<file path="config.mk">
export PLATFORM = sky130hd
export DESIGN_NAME = psr_write_path
export DESIGN_NICKNAME = d
export VERILOG_FILES = /design/src/design/psr_wr_fifo.v /design/src/design/psr_write_path.v
export VERILOG_INCLUDE_DIRS = /design/src /design/src/design
export SDC_FILE = /design/constraint.sdc
export NUM_CORES = 1
export LEC_CHECK = 0
export ABC_AREA = 1
export ABC_CLOCK_PERIOD_IN_PS = 5700
export BUFFER_PORTS_ARGS = -buffer_cell sky130_fd_sc_hd__buf_2
export CORE_MARGIN = 3
export CORE_UTILIZATION = 40
export CTS_BUF_LIST = sky130_fd_sc_hd__clkbuf_2 sky130_fd_sc_hd__clkbuf_4 sky130_fd_sc_hd__clkbuf_8
export DETAILED_ROUTE_END_ITERATION = 16
export GPL_TIMING_DRIVEN = 1
export HOLD_SLACK_MARGIN = 0.05
export PLACE_DENSITY = 0.54
export SLEW_MARGIN = 5
export SYNTH_ARGS = -nofsm -noshare
export SYNTH_HDL_FRONTEND = slang
export SYNTH_SLANG_ARGS = --single-unit
</file>
<file path="constraint.sdc">
create_clock -name clk_i -period 5.7 [get_ports clk_i]
set_input_delay 1.14 -clock clk_i [delete_from_list [all_inputs] [get_ports clk_i]]
set_output_delay 1.14 -clock clk_i [all_outputs]
set_load 0.1 [all_outputs]
</file>
<file path="src/design/psr_consts.vh">
// constants for the pseudo-static ddr memory write path
// assumes inclusion by bare name from the write path design file, the checker and the top bench; the fifo and the host model do not include it
`ifndef PSR_CONSTS_VH
`define PSR_CONSTS_VH

// ============================================================
// command-address word layout (48 bits, three bus clocks)
`define PSR_CA_EDGES        8'd6
`define PSR_CA_RW_BIT       47
`define PSR_CA_SPACE_BIT    46
`define PSR_CA_BURST_BIT    45
`define PSR_CA_ROW_MSB      35
`define PSR_CA_ROW_LSB      22
`define PSR_CA_UCOL_MSB     21
`define PSR_CA_UCOL_LSB     16
`define PSR_CA_LCOL_MSB     2
`define PSR_CA_LCOL_LSB     0
`define PSR_CA_RSEL_MSB     31
`define PSR_CA_RSEL_LSB     24
`define PSR_CA_RIDX_MSB     7
`define PSR_CA_RIDX_LSB     0

// ============================================================
// register space selection
`define PSR_RSEL_CONFIG     8'h01
`define PSR_RIDX_PRIMARY    8'h00
`define PSR_RIDX_SECONDARY  8'h01

// ============================================================
// register reset values; identification contents are arbitrary
`define PSR_PRIMARY_RST     16'h8F1F
`define PSR_SECONDARY_RST   16'h0001
`define PSR_IDENT0_VAL      16'h0D80
`define PSR_IDENT1_VAL      16'h0000

// ============================================================
// primary_config fields
`define PSR_LAT_MSB         7
`define PSR_LAT_LSB         4
`define PSR_FIXED_BIT       3
`define PSR_LEGACY_BIT      2
`define PSR_BLEN_MSB        1
`define PSR_BLEN_LSB        0

// ============================================================
// initial latency codes and clock counts
`define PSR_LAT_CODE_5      4'h0
`define PSR_LAT_CODE_6      4'h1
`define PSR_LAT_CODE_3      4'hE
`define PSR_LAT_CODE_4      4'hF
`define PSR_LAT_CLK_3       4'h3
`define PSR_LAT_CLK_4       4'h4
`define PSR_LAT_CLK_5       4'h5
`define PSR_LAT_CLK_6       4'h6

// ============================================================
// wrapped burst lengths in words
`define PSR_BLEN_CODE_128B  2'h0
`define PSR_BLEN_CODE_64B   2'h1
`define PSR_BLEN_CODE_16B   2'h2
`define PSR_BLEN_WORDS_128B 7'h40
`define PSR_BLEN_WORDS_64B  7'h20
`define PSR_BLEN_WORDS_16B  7'h08
`define PSR_BLEN_WORDS_32B  7'h10

`endif

</file>
<file path="src/design/psr_wr_fifo.v">
// word fifo between the bus capture logic and the memory array port
// assumes one clock; both sides use a valid/ready handshake
`timescale 1ns/1ps

module psr_wr_fifo #(
    parameter WIDTH = 41,
    parameter DEPTH = 8,
    parameter AW    = 3
) (
    // clock and reset
    input  wire             clk_i,
    input  wire             rst_n_i,
    // filling side
    input  wire             in_valid_i,
    output wire             in_ready_o,
    input  wire [WIDTH-1:0] in_data_i,
    // draining side
    output wire             out_valid_o,
    input  wire             out_ready_i,
    output wire [WIDTH-1:0] out_data_o
);

    reg [WIDTH-1:0] mem [0:DEPTH-1];
    reg [AW:0]      wr_ptr;
    reg [AW:0]      rd_ptr;

    wire            full;
    wire            empty;
    wire            push;
    wire            pop;

    // ========================================================
    // pointers carry one extra bit so full and empty differ
    assign empty       = (wr_ptr == rd_ptr);
    assign full        = (wr_ptr[AW-1:0] == rd_ptr[AW-1:0]) &&
                         (wr_ptr[AW] != rd_ptr[AW]);
    assign in_ready_o  = ~full;
    assign out_valid_o = ~empty;
    assign push        = in_valid_i & ~full;
    assign pop         = out_ready_i & ~empty;
    assign out_data_o  = mem[rd_ptr[AW-1:0]];

    always @(posedge clk_i) begin
        if (push) begin
            mem[wr_ptr[AW-1:0]] <= in_data_i;
        end
    end

    always @(posedge clk_i or negedge rst_n_i) begin
        if (!rst_n_i) begin
            wr_ptr <= {(AW+1){1'b0}};
            rd_ptr <= {(AW+1){1'b0}};
        end else begin
            if (push) begin
                wr_ptr <= wr_ptr + 1'b1;
            end
            if (pop) begin
                rd_ptr <= rd_ptr + 1'b1;
            end
        end
    end

endmodule

</file>
<file path="src/design/psr_write_path.v">
// write path and address map of a pseudo-static ddr memory slave
// assumes the bus clock runs well below a quarter of clk_i, since
// every pin is oversampled through two flip-flops
`timescale 1ns/1ps
`include "psr_consts.vh"

module psr_write_path #(
    parameter FIFO_DEPTH = 8,
    parameter FIFO_AW    = 3
) (
    // clock and reset
    input  wire        clk_i,
    input  wire        rst_n_i,
    // memory bus pins
    input  wire        cs_n_i,
    input  wire        bus_clk_i,
    input  wire [7:0]  dq_i,
    input  wire        strobe_mask_i,
    output wire        strobe_mask_o,
    output wire        strobe_mask_oe_o,
    // refresh indication from the array controller
    input  wire        refresh_due_i,
    // memory array write port
    output wire        mem_wr_valid_o,
    input  wire        mem_wr_ready_i,
    output wire [22:0] mem_wr_addr_o,
    output wire [15:0] mem_wr_data_o,
    output wire [1:0]  mem_wr_be_o,
    // status and register contents
    output wire        wr_fifo_ready_o,
    output reg         overflow_o,
    output reg         busy_o,
    output wire [15:0] device_ident_word0_o,
    output wire [15:0] device_ident_word1_o,
    output reg  [15:0] primary_config_o,
    output reg  [15:0] secondary_config_o
);

    // ========================================================
    // states
    localparam ST_IDLE = 5'b00001;
    localparam ST_CA   = 5'b00010;
    localparam ST_LAT  = 5'b00100;
    localparam ST_DATA = 5'b01000;
    localparam ST_SKIP = 5'b10000;

    // ========================================================
    // functions
    function [3:0] lat_clocks;
        input [3:0] code;
        begin
            case (code)
                `PSR_LAT_CODE_5: lat_clocks = `PSR_LAT_CLK_5;
                `PSR_LAT_CODE_6: lat_clocks = `PSR_LAT_CLK_6;
                `PSR_LAT_CODE_3: lat_clocks = `PSR_LAT_CLK_3;
                `PSR_LAT_CODE_4: lat_clocks = `PSR_LAT_CLK_4;
                // reserved codes fall back to the default latency
                default:         lat_clocks = `PSR_LAT_CLK_6;
            endcase
        end
    endfunction

    function [6:0] blen_words;
        input [1:0] code;
        begin
            case (code)
                `PSR_BLEN_CODE_128B: blen_words = `PSR_BLEN_WORDS_128B;
                `PSR_BLEN_CODE_64B:  blen_words = `PSR_BLEN_WORDS_64B;
                `PSR_BLEN_CODE_16B:  blen_words = `PSR_BLEN_WORDS_16B;
                default:             blen_words = `PSR_BLEN_WORDS_32B;
            endcase
        end
    endfunction

    // wrapped advance stays inside the aligned group
    function [22:0] wrap_next;
        input [22:0] addr;
        input [22:0] mask;
        reg   [22:0] inc;
        begin
            inc       = addr + 23'h000001;
            wrap_next = (addr & ~mask) | (inc & mask);
        end
    endfunction

    // ========================================================
    // pin synchronisers
    reg        cs_s1;
    reg        cs_s2;
    reg        ck_s1;
    reg        ck_s2;
    reg        ck_d;
    reg [7:0]  dq_s1;
    reg [7:0]  dq_s2;
    reg        sm_s1;
    reg        sm_s2;

    always @(posedge clk_i or negedge rst_n_i) begin
        if (!rst_n_i) begin
            cs_s1 <= 1'b1;
            cs_s2 <= 1'b1;
            ck_s1 <= 1'b0;
            ck_s2 <= 1'b0;
            ck_d  <= 1'b0;
            dq_s1 <= 8'h00;
            dq_s2 <= 8'h00;
            sm_s1 <= 1'b0;
            sm_s2 <= 1'b0;
        end else begin
            cs_s1 <= cs_n_i;
            cs_s2 <= cs_s1;
            ck_s1 <= bus_clk_i;
            ck_s2 <= ck_s1;
            ck_d  <= ck_s2;
            dq_s1 <= dq_i;
            dq_s2 <= dq_s1;
            sm_s1 <= strobe_mask_i;
            sm_s2 <= sm_s1;
        end
    end

    // edges are seen only while the master toggles the clock
    wire ck_rise = ck_s2 & ~ck_d;
    wire ck_fall = ~ck_s2 & ck_d;
    wire ck_edge = ck_rise | ck_fall;

    // ========================================================
    // transaction state
    reg [4:0]  state;
    reg [7:0]  edge_cnt;
    reg [47:0] ca_word;
    reg        add_lat;
    reg        strobe_drive;
    reg        reg_space;
    reg        linear;
    reg        legacy;
    reg [22:0] wrap_mask;
    reg [22:0] grp_base;
    reg [6:0]  wrap_left;
    reg [22:0] cur_addr;
    reg [7:0]  byte_a;
    reg        mask_a;
    reg        push_valid;
    reg [40:0] push_data;

    wire [47:0] ca_full = {ca_word[39:0], dq_s2};
    wire        fifo_in_ready;
    wire [40:0] fifo_out;
    wire [6:0]  blen = blen_words(primary_config_o[`PSR_BLEN_MSB:
                                                   `PSR_BLEN_LSB]);
    wire [3:0]  lat = lat_clocks(primary_config_o[`PSR_LAT_MSB:
                                                  `PSR_LAT_LSB]);
    // latency in bus clock edges, doubled when extra latency shows
    wire [7:0]  lat_edges = add_lat ? {2'b00, lat, 2'b00} :
                                      {3'b000, lat, 1'b0};

    // word address: row, upper column, word in half-page
    wire [22:0] ca_addr = {ca_full[`PSR_CA_ROW_MSB:`PSR_CA_ROW_LSB],
                           ca_full[`PSR_CA_UCOL_MSB:`PSR_CA_UCOL_LSB],
                           ca_full[`PSR_CA_LCOL_MSB:`PSR_CA_LCOL_LSB]};
    wire [22:0] blen_mask = {16'h0000, blen - 7'h01};

    assign strobe_mask_o    = strobe_drive;
    assign strobe_mask_oe_o = (state == ST_CA);
    assign wr_fifo_ready_o  = fifo_in_ready;
    assign device_ident_word0_o = `PSR_IDENT0_VAL;
    assign device_ident_word1_o = `PSR_IDENT1_VAL;
    assign mem_wr_addr_o    = fifo_out[40:18];
    assign mem_wr_data_o    = fifo_out[17:2];
    assign mem_wr_be_o      = fifo_out[1:0];

    // ========================================================
    // main sequencer
    always @(posedge clk_i or negedge rst_n_i) begin
        if (!rst_n_i) begin
            state              <= ST_IDLE;
            edge_cnt           <= 8'h00;
            ca_word            <= 48'h000000000000;
            add_lat            <= 1'b0;
            strobe_drive       <= 1'b0;
            reg_space          <= 1'b0;
            linear             <= 1'b0;
            legacy             <= 1'b0;
            wrap_mask          <= 23'h000000;
            grp_base           <= 23'h000000;
            wrap_left          <= 7'h00;
            cur_addr           <= 23'h000000;
            byte_a             <= 8'h00;
            mask_a             <= 1'b0;
            push_valid         <= 1'b0;
            push_data          <= 41'h00000000000;
            overflow_o         <= 1'b0;
            busy_o             <= 1'b0;
            primary_config_o   <= `PSR_PRIMARY_RST;
            secondary_config_o <= `PSR_SECONDARY_RST;
        end else begin
            push_valid <= 1'b0;
            if (push_valid && !fifo_in_ready) begin
                // data phase cannot stall, so a full fifo loses the word
                overflow_o <= 1'b1;
            end
            if (cs_s2) begin
                // chip select high ends any transaction at once
                state        <= ST_IDLE;
                busy_o       <= 1'b0;
                strobe_drive <= 1'b0;
            end else begin
                case (state)
                ST_IDLE: begin
                    busy_o   <= 1'b1;
                    edge_cnt <= 8'h00;
                    // a start with the clock high is not a legal opening
                    if (ck_s2) begin
                        state <= ST_SKIP;
                    end else begin
                        state <= ST_CA;
                        // latency need shown before the command is known
                        add_lat <= primary_config_o[`PSR_FIXED_BIT] |
                                   refresh_due_i;
                        strobe_drive <= primary_config_o[`PSR_FIXED_BIT] |
                                        refresh_due_i;
                        // a word lost in this very cycle still counts
                        overflow_o <= push_valid & ~fifo_in_ready;
                    end
                end
                ST_CA: begin
                    if (ck_edge) begin
                        ca_word  <= ca_full;
                        edge_cnt <= edge_cnt + 8'h01;
                        if (edge_cnt == `PSR_CA_EDGES - 8'h01) begin
                            edge_cnt  <= 8'h00;
                            reg_space <= ca_full[`PSR_CA_SPACE_BIT];
                            linear    <= ca_full[`PSR_CA_BURST_BIT];
                            legacy    <= primary_config_o[`PSR_LEGACY_BIT];
                            wrap_mask <= blen_mask;
                            grp_base  <= ca_addr & ~blen_mask;
                            wrap_left <= blen;
                            cur_addr  <= ca_addr;
                            if (ca_full[`PSR_CA_RW_BIT]) begin
                                // reads are served elsewhere
                                state <= ST_SKIP;
                            end else if (ca_full[`PSR_CA_SPACE_BIT]) begin
                                state <= ST_DATA;
                            end else begin
                                state <= ST_LAT;
                            end
                        end
                    end
                end
                ST_LAT: begin
                    // the master's strobe preamble is not checked here
                    if (ck_edge) begin
                        edge_cnt <= edge_cnt + 8'h01;
                        if (edge_cnt == lat_edges - 8'h01) begin
                            edge_cnt <= 8'h00;
                            state    <= ST_DATA;
                        end
                    end
                end
                ST_DATA: begin
                    if (ck_rise) begin
                        byte_a <= dq_s2;
                        mask_a <= sm_s2;
                    end
                    if (ck_fall) begin
                        if (reg_space) begin
                            // single word register writes, big-endian
                            state <= ST_SKIP;
                            if (ca_word[`PSR_CA_RSEL_MSB:`PSR_CA_RSEL_LSB]
                                    == `PSR_RSEL_CONFIG) begin
                                if (ca_word[`PSR_CA_RIDX_MSB:
                                            `PSR_CA_RIDX_LSB]
                                        == `PSR_RIDX_PRIMARY) begin
                                    // strobe plays no part here
                                    primary_config_o <= {byte_a, dq_s2};
                                end else if (ca_word[`PSR_CA_RIDX_MSB:
                                                     `PSR_CA_RIDX_LSB]
                                        == `PSR_RIDX_SECONDARY) begin
                                    secondary_config_o <= {byte_a, dq_s2};
                                end
                            end
                        end else begin
                            push_valid <= 1'b1;
                            // strobe high masks the byte
                            push_data  <= {cur_addr, byte_a, dq_s2,
                                           ~mask_a, ~sm_s2};
                            if (linear) begin
                                // natural rollover past the last word
                                cur_addr <= cur_addr + 23'h000001;
                            end else if (!legacy && wrap_left == 7'h01) begin
                                // hybrid: one wrap, then linear
                                cur_addr <= grp_base +
                                            {16'h0000, blen_mask[6:0]} +
                                            23'h000001;
                                linear   <= 1'b1;
                            end else begin
                                cur_addr <= wrap_next(cur_addr,
                                                      wrap_mask);
                            end
                            wrap_left <= wrap_left - 7'h01;
                        end
                    end
                end
                ST_SKIP: begin
                    edge_cnt <= 8'h00;
                end
                default: begin
                    state <= ST_IDLE;
                end
                endcase
            end
        end
    end

    // ========================================================
    // array write buffer; rate is set by the bus, not the array
    psr_wr_fifo #(
        .WIDTH (41),
        .DEPTH (FIFO_DEPTH),
        .AW    (FIFO_AW)
    ) u_fifo (
        .clk_i       (clk_i),
        .rst_n_i     (rst_n_i),
        .in_valid_i  (push_valid),
        .in_ready_o  (fifo_in_ready),
        .in_data_i   (push_data),
        .out_valid_o (mem_wr_valid_o),
        .out_ready_i (mem_wr_ready_i),
        .out_data_o  (fifo_out)
    );

endmodule

</file>
## Yosys cells after proc, flatten, opt, wreduce, memory -nomap -nowiden

Memory sizes are Yosys's and may differ from the RTL's.
Index checks and enable logic that the tools add are counted.

| word-level totals | value |
|---|---|
| input bits | 15 |
| memory bits (writable) | 328 |
| logic and storage cells | 168 |
| register bits | 234 |
| memories kept | 1 |
| output and inout bits | 111 |

Memory list:

| memory | words | bits a word | rd ports | clocked after Yosys merged registers in | write ports | line | text |
|---|---|---|---|---|---|---|---|
| u_fifo.mem | 8 | 41 | 1 | 0 | 1 | psr_wr_fifo.v:23 | `reg [WIDTH-1:0] mem [0:DEPTH-1];` |

| operators by class | value |
|---|---|
| $add $sub $neg | 9 |
| reductions and logical operators | 22 |
| bitwise operators | 22 |
| multiplexer cells | 53 |
| equality and inequality tests | 30 |

Operators with widths:

| operator | number |
|---|---|
| 23-bit two-way mux | 6 |
| 23-bit by 1-bit adder with 23-bit output, second input constant | 2 |
| 23-bit AND | 2 |
| 7-bit inverter with 23-bit output | 2 |
| 23-bit one-hot mux with 2 select lines | 1 |
| 5-bit two-way mux | 9 |
| 8-bit two-way mux | 4 |
| 7-bit two-way mux | 4 |
| 5-bit one-hot mux with 5 select lines | 1 |
| 8-bit one-hot mux with 3 select lines | 1 |
| 23-bit by 7-bit adder with 23-bit output | 1 |
| 23-bit by 7-bit AND with 23-bit output | 1 |
| 23-bit bitwise OR | 1 |
| 1-bit two-way mux | 21 |
| 7-bit one-hot mux with 3 select lines | 1 |
| 8-bit by 1-bit == test with 1-bit output, second input constant | 2 |
| 7-bit one-hot mux with 2 select lines | 1 |
| 7-bit AND reduction | 2 |
| 7-bit by 1-bit subtractor with 7-bit output, second input constant | 2 |
| 3-bit inequality test, second input constant | 4 |
| 4-bit AND reduction | 3 |
| 6-bit AND reduction | 2 |
| 2-bit inequality test, second input constant | 5 |
| 1-bit inverter | 9 |
| 35 further kinds | 49 |

## Logic depth before layout (Yosys ltp)

| depth | value |
|---|---|
| word-level depth | 10 |
| depth in mapped cells | 16 |
| mapped depth without buffers | 16 |

## Modules after synthesis

From an unflattened synthesis, not the netlist that was laid out.

| unflattened totals | value |
|---|---|
| cells, all modules | 2305 |
| area, all modules | 23857.9 µm² |

By module, submodules not included:

| module | instances | area an instance (µm²) | sequential area each (µm²) | cells each |
|---|---|---|---|---|
| psr_wr_fifo | 1 | 13196.4 | 10049.6 | 1007 |
| psr_write_path | 1 | 10661.5 | 5397.7 | 1298 |

## Worst setup path after synthesis

No wires, ideal clock.

| path | value |
|---|---|
| kind | reg-to-reg |
| start point | register u_fifo.rd_ptr[0] |
| end point | memory u_fifo.mem[0][0] (enable) |
| setup slack | 1511 ps |
| data required time | 5261 ps |
| buffers on the path | 1 |
| setup time | 439 ps |
| stages on the path, launching flop included | 8 |
| period minus slack after synthesis | 4189 ps |
| arrival time | 3750 ps |
| path through | dfrtp_1 -> buf_2 -> xor2_1 -> nor3_1 -> nand2_1 -> nand2_1 -> or2_2 -> nor2_1 |

| on the way | value |
|---|---|
| longest elaborated chain between the ends | 6 |

RTL lines:

| what | line | text |
|---|---|---|
| start, declared | psr_wr_fifo.v:25 | `reg [AW:0] rd_ptr;` |
| start signal, assigned | psr_wr_fifo.v:52 | `rd_ptr <= {(AW+1){1'b0}};` |
| start signal, assigned | psr_wr_fifo.v:58 | `rd_ptr <= rd_ptr + 1'b1;` |
| 3-bit == test | psr_wr_fifo.v:35 | `assign full = (wr_ptr[AW-1:0] == rd_ptr[AW-1:0]) &&` |
| 1-bit logical AND | psr_wr_fifo.v:35 |  |
| 1-bit inverter | n/a |  |
| via wr_fifo_ready_o | psr_write_path.v:30 | `output wire wr_fifo_ready_o,` |
| 1-bit AND | psr_wr_fifo.v:39 | `assign push = in_valid_i & ~full;` |
| 1-bit two-way mux | psr_wr_fifo.v:44 | `if (push) begin` |
| 1-bit two-way mux (not written as such) | psr_wr_fifo.v:45 | `mem[wr_ptr[AW-1:0]] <= in_data_i;` |
| end, declared | psr_wr_fifo.v:23 |  |

The timed path passes the listed nets, and every way through them passes these cells.

## Worst setup path in the final report

| path | value |
|---|---|
| start point | register u_fifo.rd_ptr[0] |
| end point | output mem_wr_addr_o[11] |

| on the way | value |
|---|---|
| longest elaborated chain between the ends | 1 |

RTL lines:

| what | line | text |
|---|---|---|
| memory read 8 x 41 bit | n/a |  |
| end, declared | psr_write_path.v:26 | `output wire [22:0] mem_wr_addr_o,` |

No other way between the ends.

==> reports/qor.yml <==
clock_network:
  clkLatencyLatePin_ns: 0.68
  cts_buffer_depth: 3
  cts_buffers: 94
  root_buffer: "clkbuf_8"
  cts_hold_buf: 0
  clk_pin_slew_ns: 0.06
  cts_setup_buffers: 0
  cts.sinks: 551
  cts_tree: "yes"
  htreeDepth: 3
  cts_resized: 0
pwr:
  finalPower_mw: 12.3
  leakage_nw: 10.5
  powerDensity_nw_per_um2: 468
  ir_worst_vdd_mv: 0.462
critical_path:
  r2r-end: "u_fifo.mem[4][9]"
  worstPathMaxFanout: 70
  start_kind: "flip-flop"
  path_cells: "inv_4 -> buf_4 -> o21ai_0 -> o22ai_1 -> nor2_1 -> a31oi_1 -> buf_2"
  slowest_stage: "dfrtp_4"
  critPathRequiredTime_ns: 4.56
  r2r_slack_ns: 2.18
  end_kind: "primary output"
  cpPeakStageDelay_ns: 0.51
  critPathArrivalTime_ns: 3.25
  critical_path_class: "reg2out"
  rr_worst_depth: 8
  timing.rr.start: "u_fifo.rd_ptr[1]"
min_path:
  hp-start: "ck_s1"
  min_path_cells: 0
  min_to: "ck_s2"
  hold_path_class: "reg2reg"
floorplanning:
  fp.dieW_um: 247
  coreArea_um2: 57000
  initial_utilization_pct: 40.8
  fp.dieH_um: 247
  die_area_um2: 61200
  rows: 87
  ioPinCount: 126
yosys:
  ys_types: 43
  synth_warnings: 0
  async_reset_ff_share_pct: 40.5
  ys_ff_latch: 551
  synth_top_area_share_pct: 42.3
  synthCells: 2261
  synth_area_per_cell_um2: 10.3
  synth_flop_cell: "edfxtp_1"
  syn_area_um2: 23300
  synth_edf_count: 328
  synthTopCellsByCount: "386 x nand2_1, 372 x nor2_1, 328 x edfxtp_1"
  yosys.area.top_type: "edfxtp_1"
  yosysMostFrequentCell: "nand2_1"
  synthTopCellsByArea: "edfxtp_1 42%, dfrtp_1 22%, o21ai_0 6.5%, nand2_1 6.2%, nor2_1 6.0%"
  yosysSeqAreaShare_pct: 66.3
cells_and_area:
  area_delta_synth_final_pct: 12.9
  layout-drive-gt1-share_pct: 12.8
  fillers: 5407
  nets: 2397
sta:
  fin_crit_sh_pct: 77.0
  worst_slew_pin_slew_ns: 1.06
  max_slew_margin_pct: 28.8
  setup_violations: 0
  setup_tns_ns: 0
  finalCriticalPeriod_ns: 4.39
  slew_viol_final: 0
  fin_worst_skew_ns: 0.0238
  hold_viol: 0
  fmax_mhz: 228
  rsz0062_at_grt: "no"
job:
  cap_viol_max_count: 0
drt:
  drt_iter0_markers: 1290
  wl_per_cell_um: 17.9
  drc_errors: 0
  vias: 16200
  avgViaCountPerCell: 5.08
  drt_first_pass_iters: 5
  ant_nets: 0
  routed_wirelength_um: 57400
grt:
  grt_pass1_vias: 15800
  grtUsageTotal_pct: 19.0
  grt_pass1_wl_um: 90200
  antenna_found_initial: 2
  grt-ovfl-total: 0
  grt_max_degree: 121
place:
  numPortBuffers: 93
  hpwl_um: 35900
  place.gp.congestion: 0.855
outcome:
  outcome: "finished, final reports clean"
[cells in the final DEF, fill, tap and decap left out, types with 3 or more instances in the layout]
cell	synthesis	final
nor2_1	372	364
nor3_1	15	15
dfrtp_1	209	207
xor2_1	18	18
or2_2	3	3
o21bai_1	4	4
o21ai_1	39	39
nand3_1	93	93
xnor2_1	5	5
clkbuf_4	0	37
o21ai_0	303	303
conb_1	2	32
buf_2	7	92
nand2_1	386	386
inv_1	142	139
buf_4	32	24
inv_2	4	6
o22ai_1	46	46
clkbuf_8	0	100
clkinv_1	1	20
nor2_4	0	8
nor2_2	5	5
nand4_1	21	21
dfstp_2	14	14
edfxtp_1	328	328
a21oi_1	32	32
o211ai_1	4	4
ha_1	14	14
a31oi_1	44	44
nor3_4	2	3
clkinv_2	0	5
o21a_1	3	3
[cell type report]
cell class	instances	area [µm²]	share of cell area [%]
inverters	147	554	2.11
repair buffers	118	676	2.57
multi-input cells	1456	6810	25.9
diodes	2	5.00	0.0190
clock inverters	31	204	0.775
clock buffers	137	1650	6.29
well taps	756	946	3.60
flip-flops and latches	551	15500	58.8
[stage by stage]
stage	instances	utilization, %	worst slack (ns)	hold slack, ns	cell area, µm²
floorplan	2291	-	1.51	0.331	23400
global placement	3028	42.8	2.02	0.332	24400
detailed placement	3028	42.8	2.01	0.335	24400
CTS	3196	46.1	1.22	0.344	26300
global route	3198	46.1	1.05	0.350	26300
finish	3198	46.1	1.31	0.343	26300
[flip-flops by register name, indices dropped and copies added, names as in the netlist, 4 cells and up, named ones only]
signal,count
ca_word,35
dq_s1,8
u_fifo.rd_ptr,4
u_fifo.mem,328
wrap_mask,4
state,5
edge_cnt,8
primary_config_o,16
grp_base,20
secondary_config_o,16
cur_addr,19
push_data,41
byte_a,8
wrap_left,7
u_fifo.wr_ptr,4
dq_s2,8
[kinds of logic (layout without fill, tap and decap cells)]
group	count (synthesis)	in the layout	synth area share [%]
AOI/OAI and AO/OA	480	480	11.0
xor gates and xnor gates	23	23	0.865
adders and majority gates	14	14	0.752
buffers and inverters	284	433	5.23
DFF	551	551	66.3
muxes	1	1	0.0483
other	2	34	0.0322
and+or+nand+nor	906	906	15.8
[worst max-delay path, delay by kind of cell, from the launching register on]
kind / cells / cell delay (ns)
AO/OA/AOI/OAI: 3 / 0.57
buffers and inverters: 3 / 1.38
flip-flops: 1 / 0.51
AND/OR/NAND/NOR: 1 / 0.07
[where the power goes]
| part | switching [mW] | total [mW] | internal, mW |
|---|---|---|---|
| registers | 0.0913 | 4.40 | 4.31 |
| logic | 3.58 | 4.41 | 0.832 |
| clock network | 1.59 | 3.50 | 1.91 |
[worst max-delay path by stage]
stage                     startpoint                 to  slack, ns  cells past startpoint
floorplan           u_fifo.rd_ptr[0]   u_fifo.mem[0][0]       1.51                      7
global placement    u_fifo.rd_ptr[0]  mem_wr_addr_o[11]       2.02                      7
detailed placement  u_fifo.rd_ptr[0]  mem_wr_addr_o[11]       2.01                      7
CTS                 u_fifo.rd_ptr[0]  mem_wr_addr_o[11]       1.22                      7
global route        u_fifo.rd_ptr[0]  mem_wr_addr_o[11]       1.05                      7
finish              u_fifo.rd_ptr[0]  mem_wr_addr_o[11]       1.31                      7
[per-layer routing]
layer	wire length [µm]	track usage [%]	up-vias
met2	26700	30.4	368
li1	-	-	7907
met4	1630	6.59	0
met1	26400	26.0	7857
met3	2690	3.42	116
met5	0	0	-
Note: power is estimated with default switching activity, not from simulation.
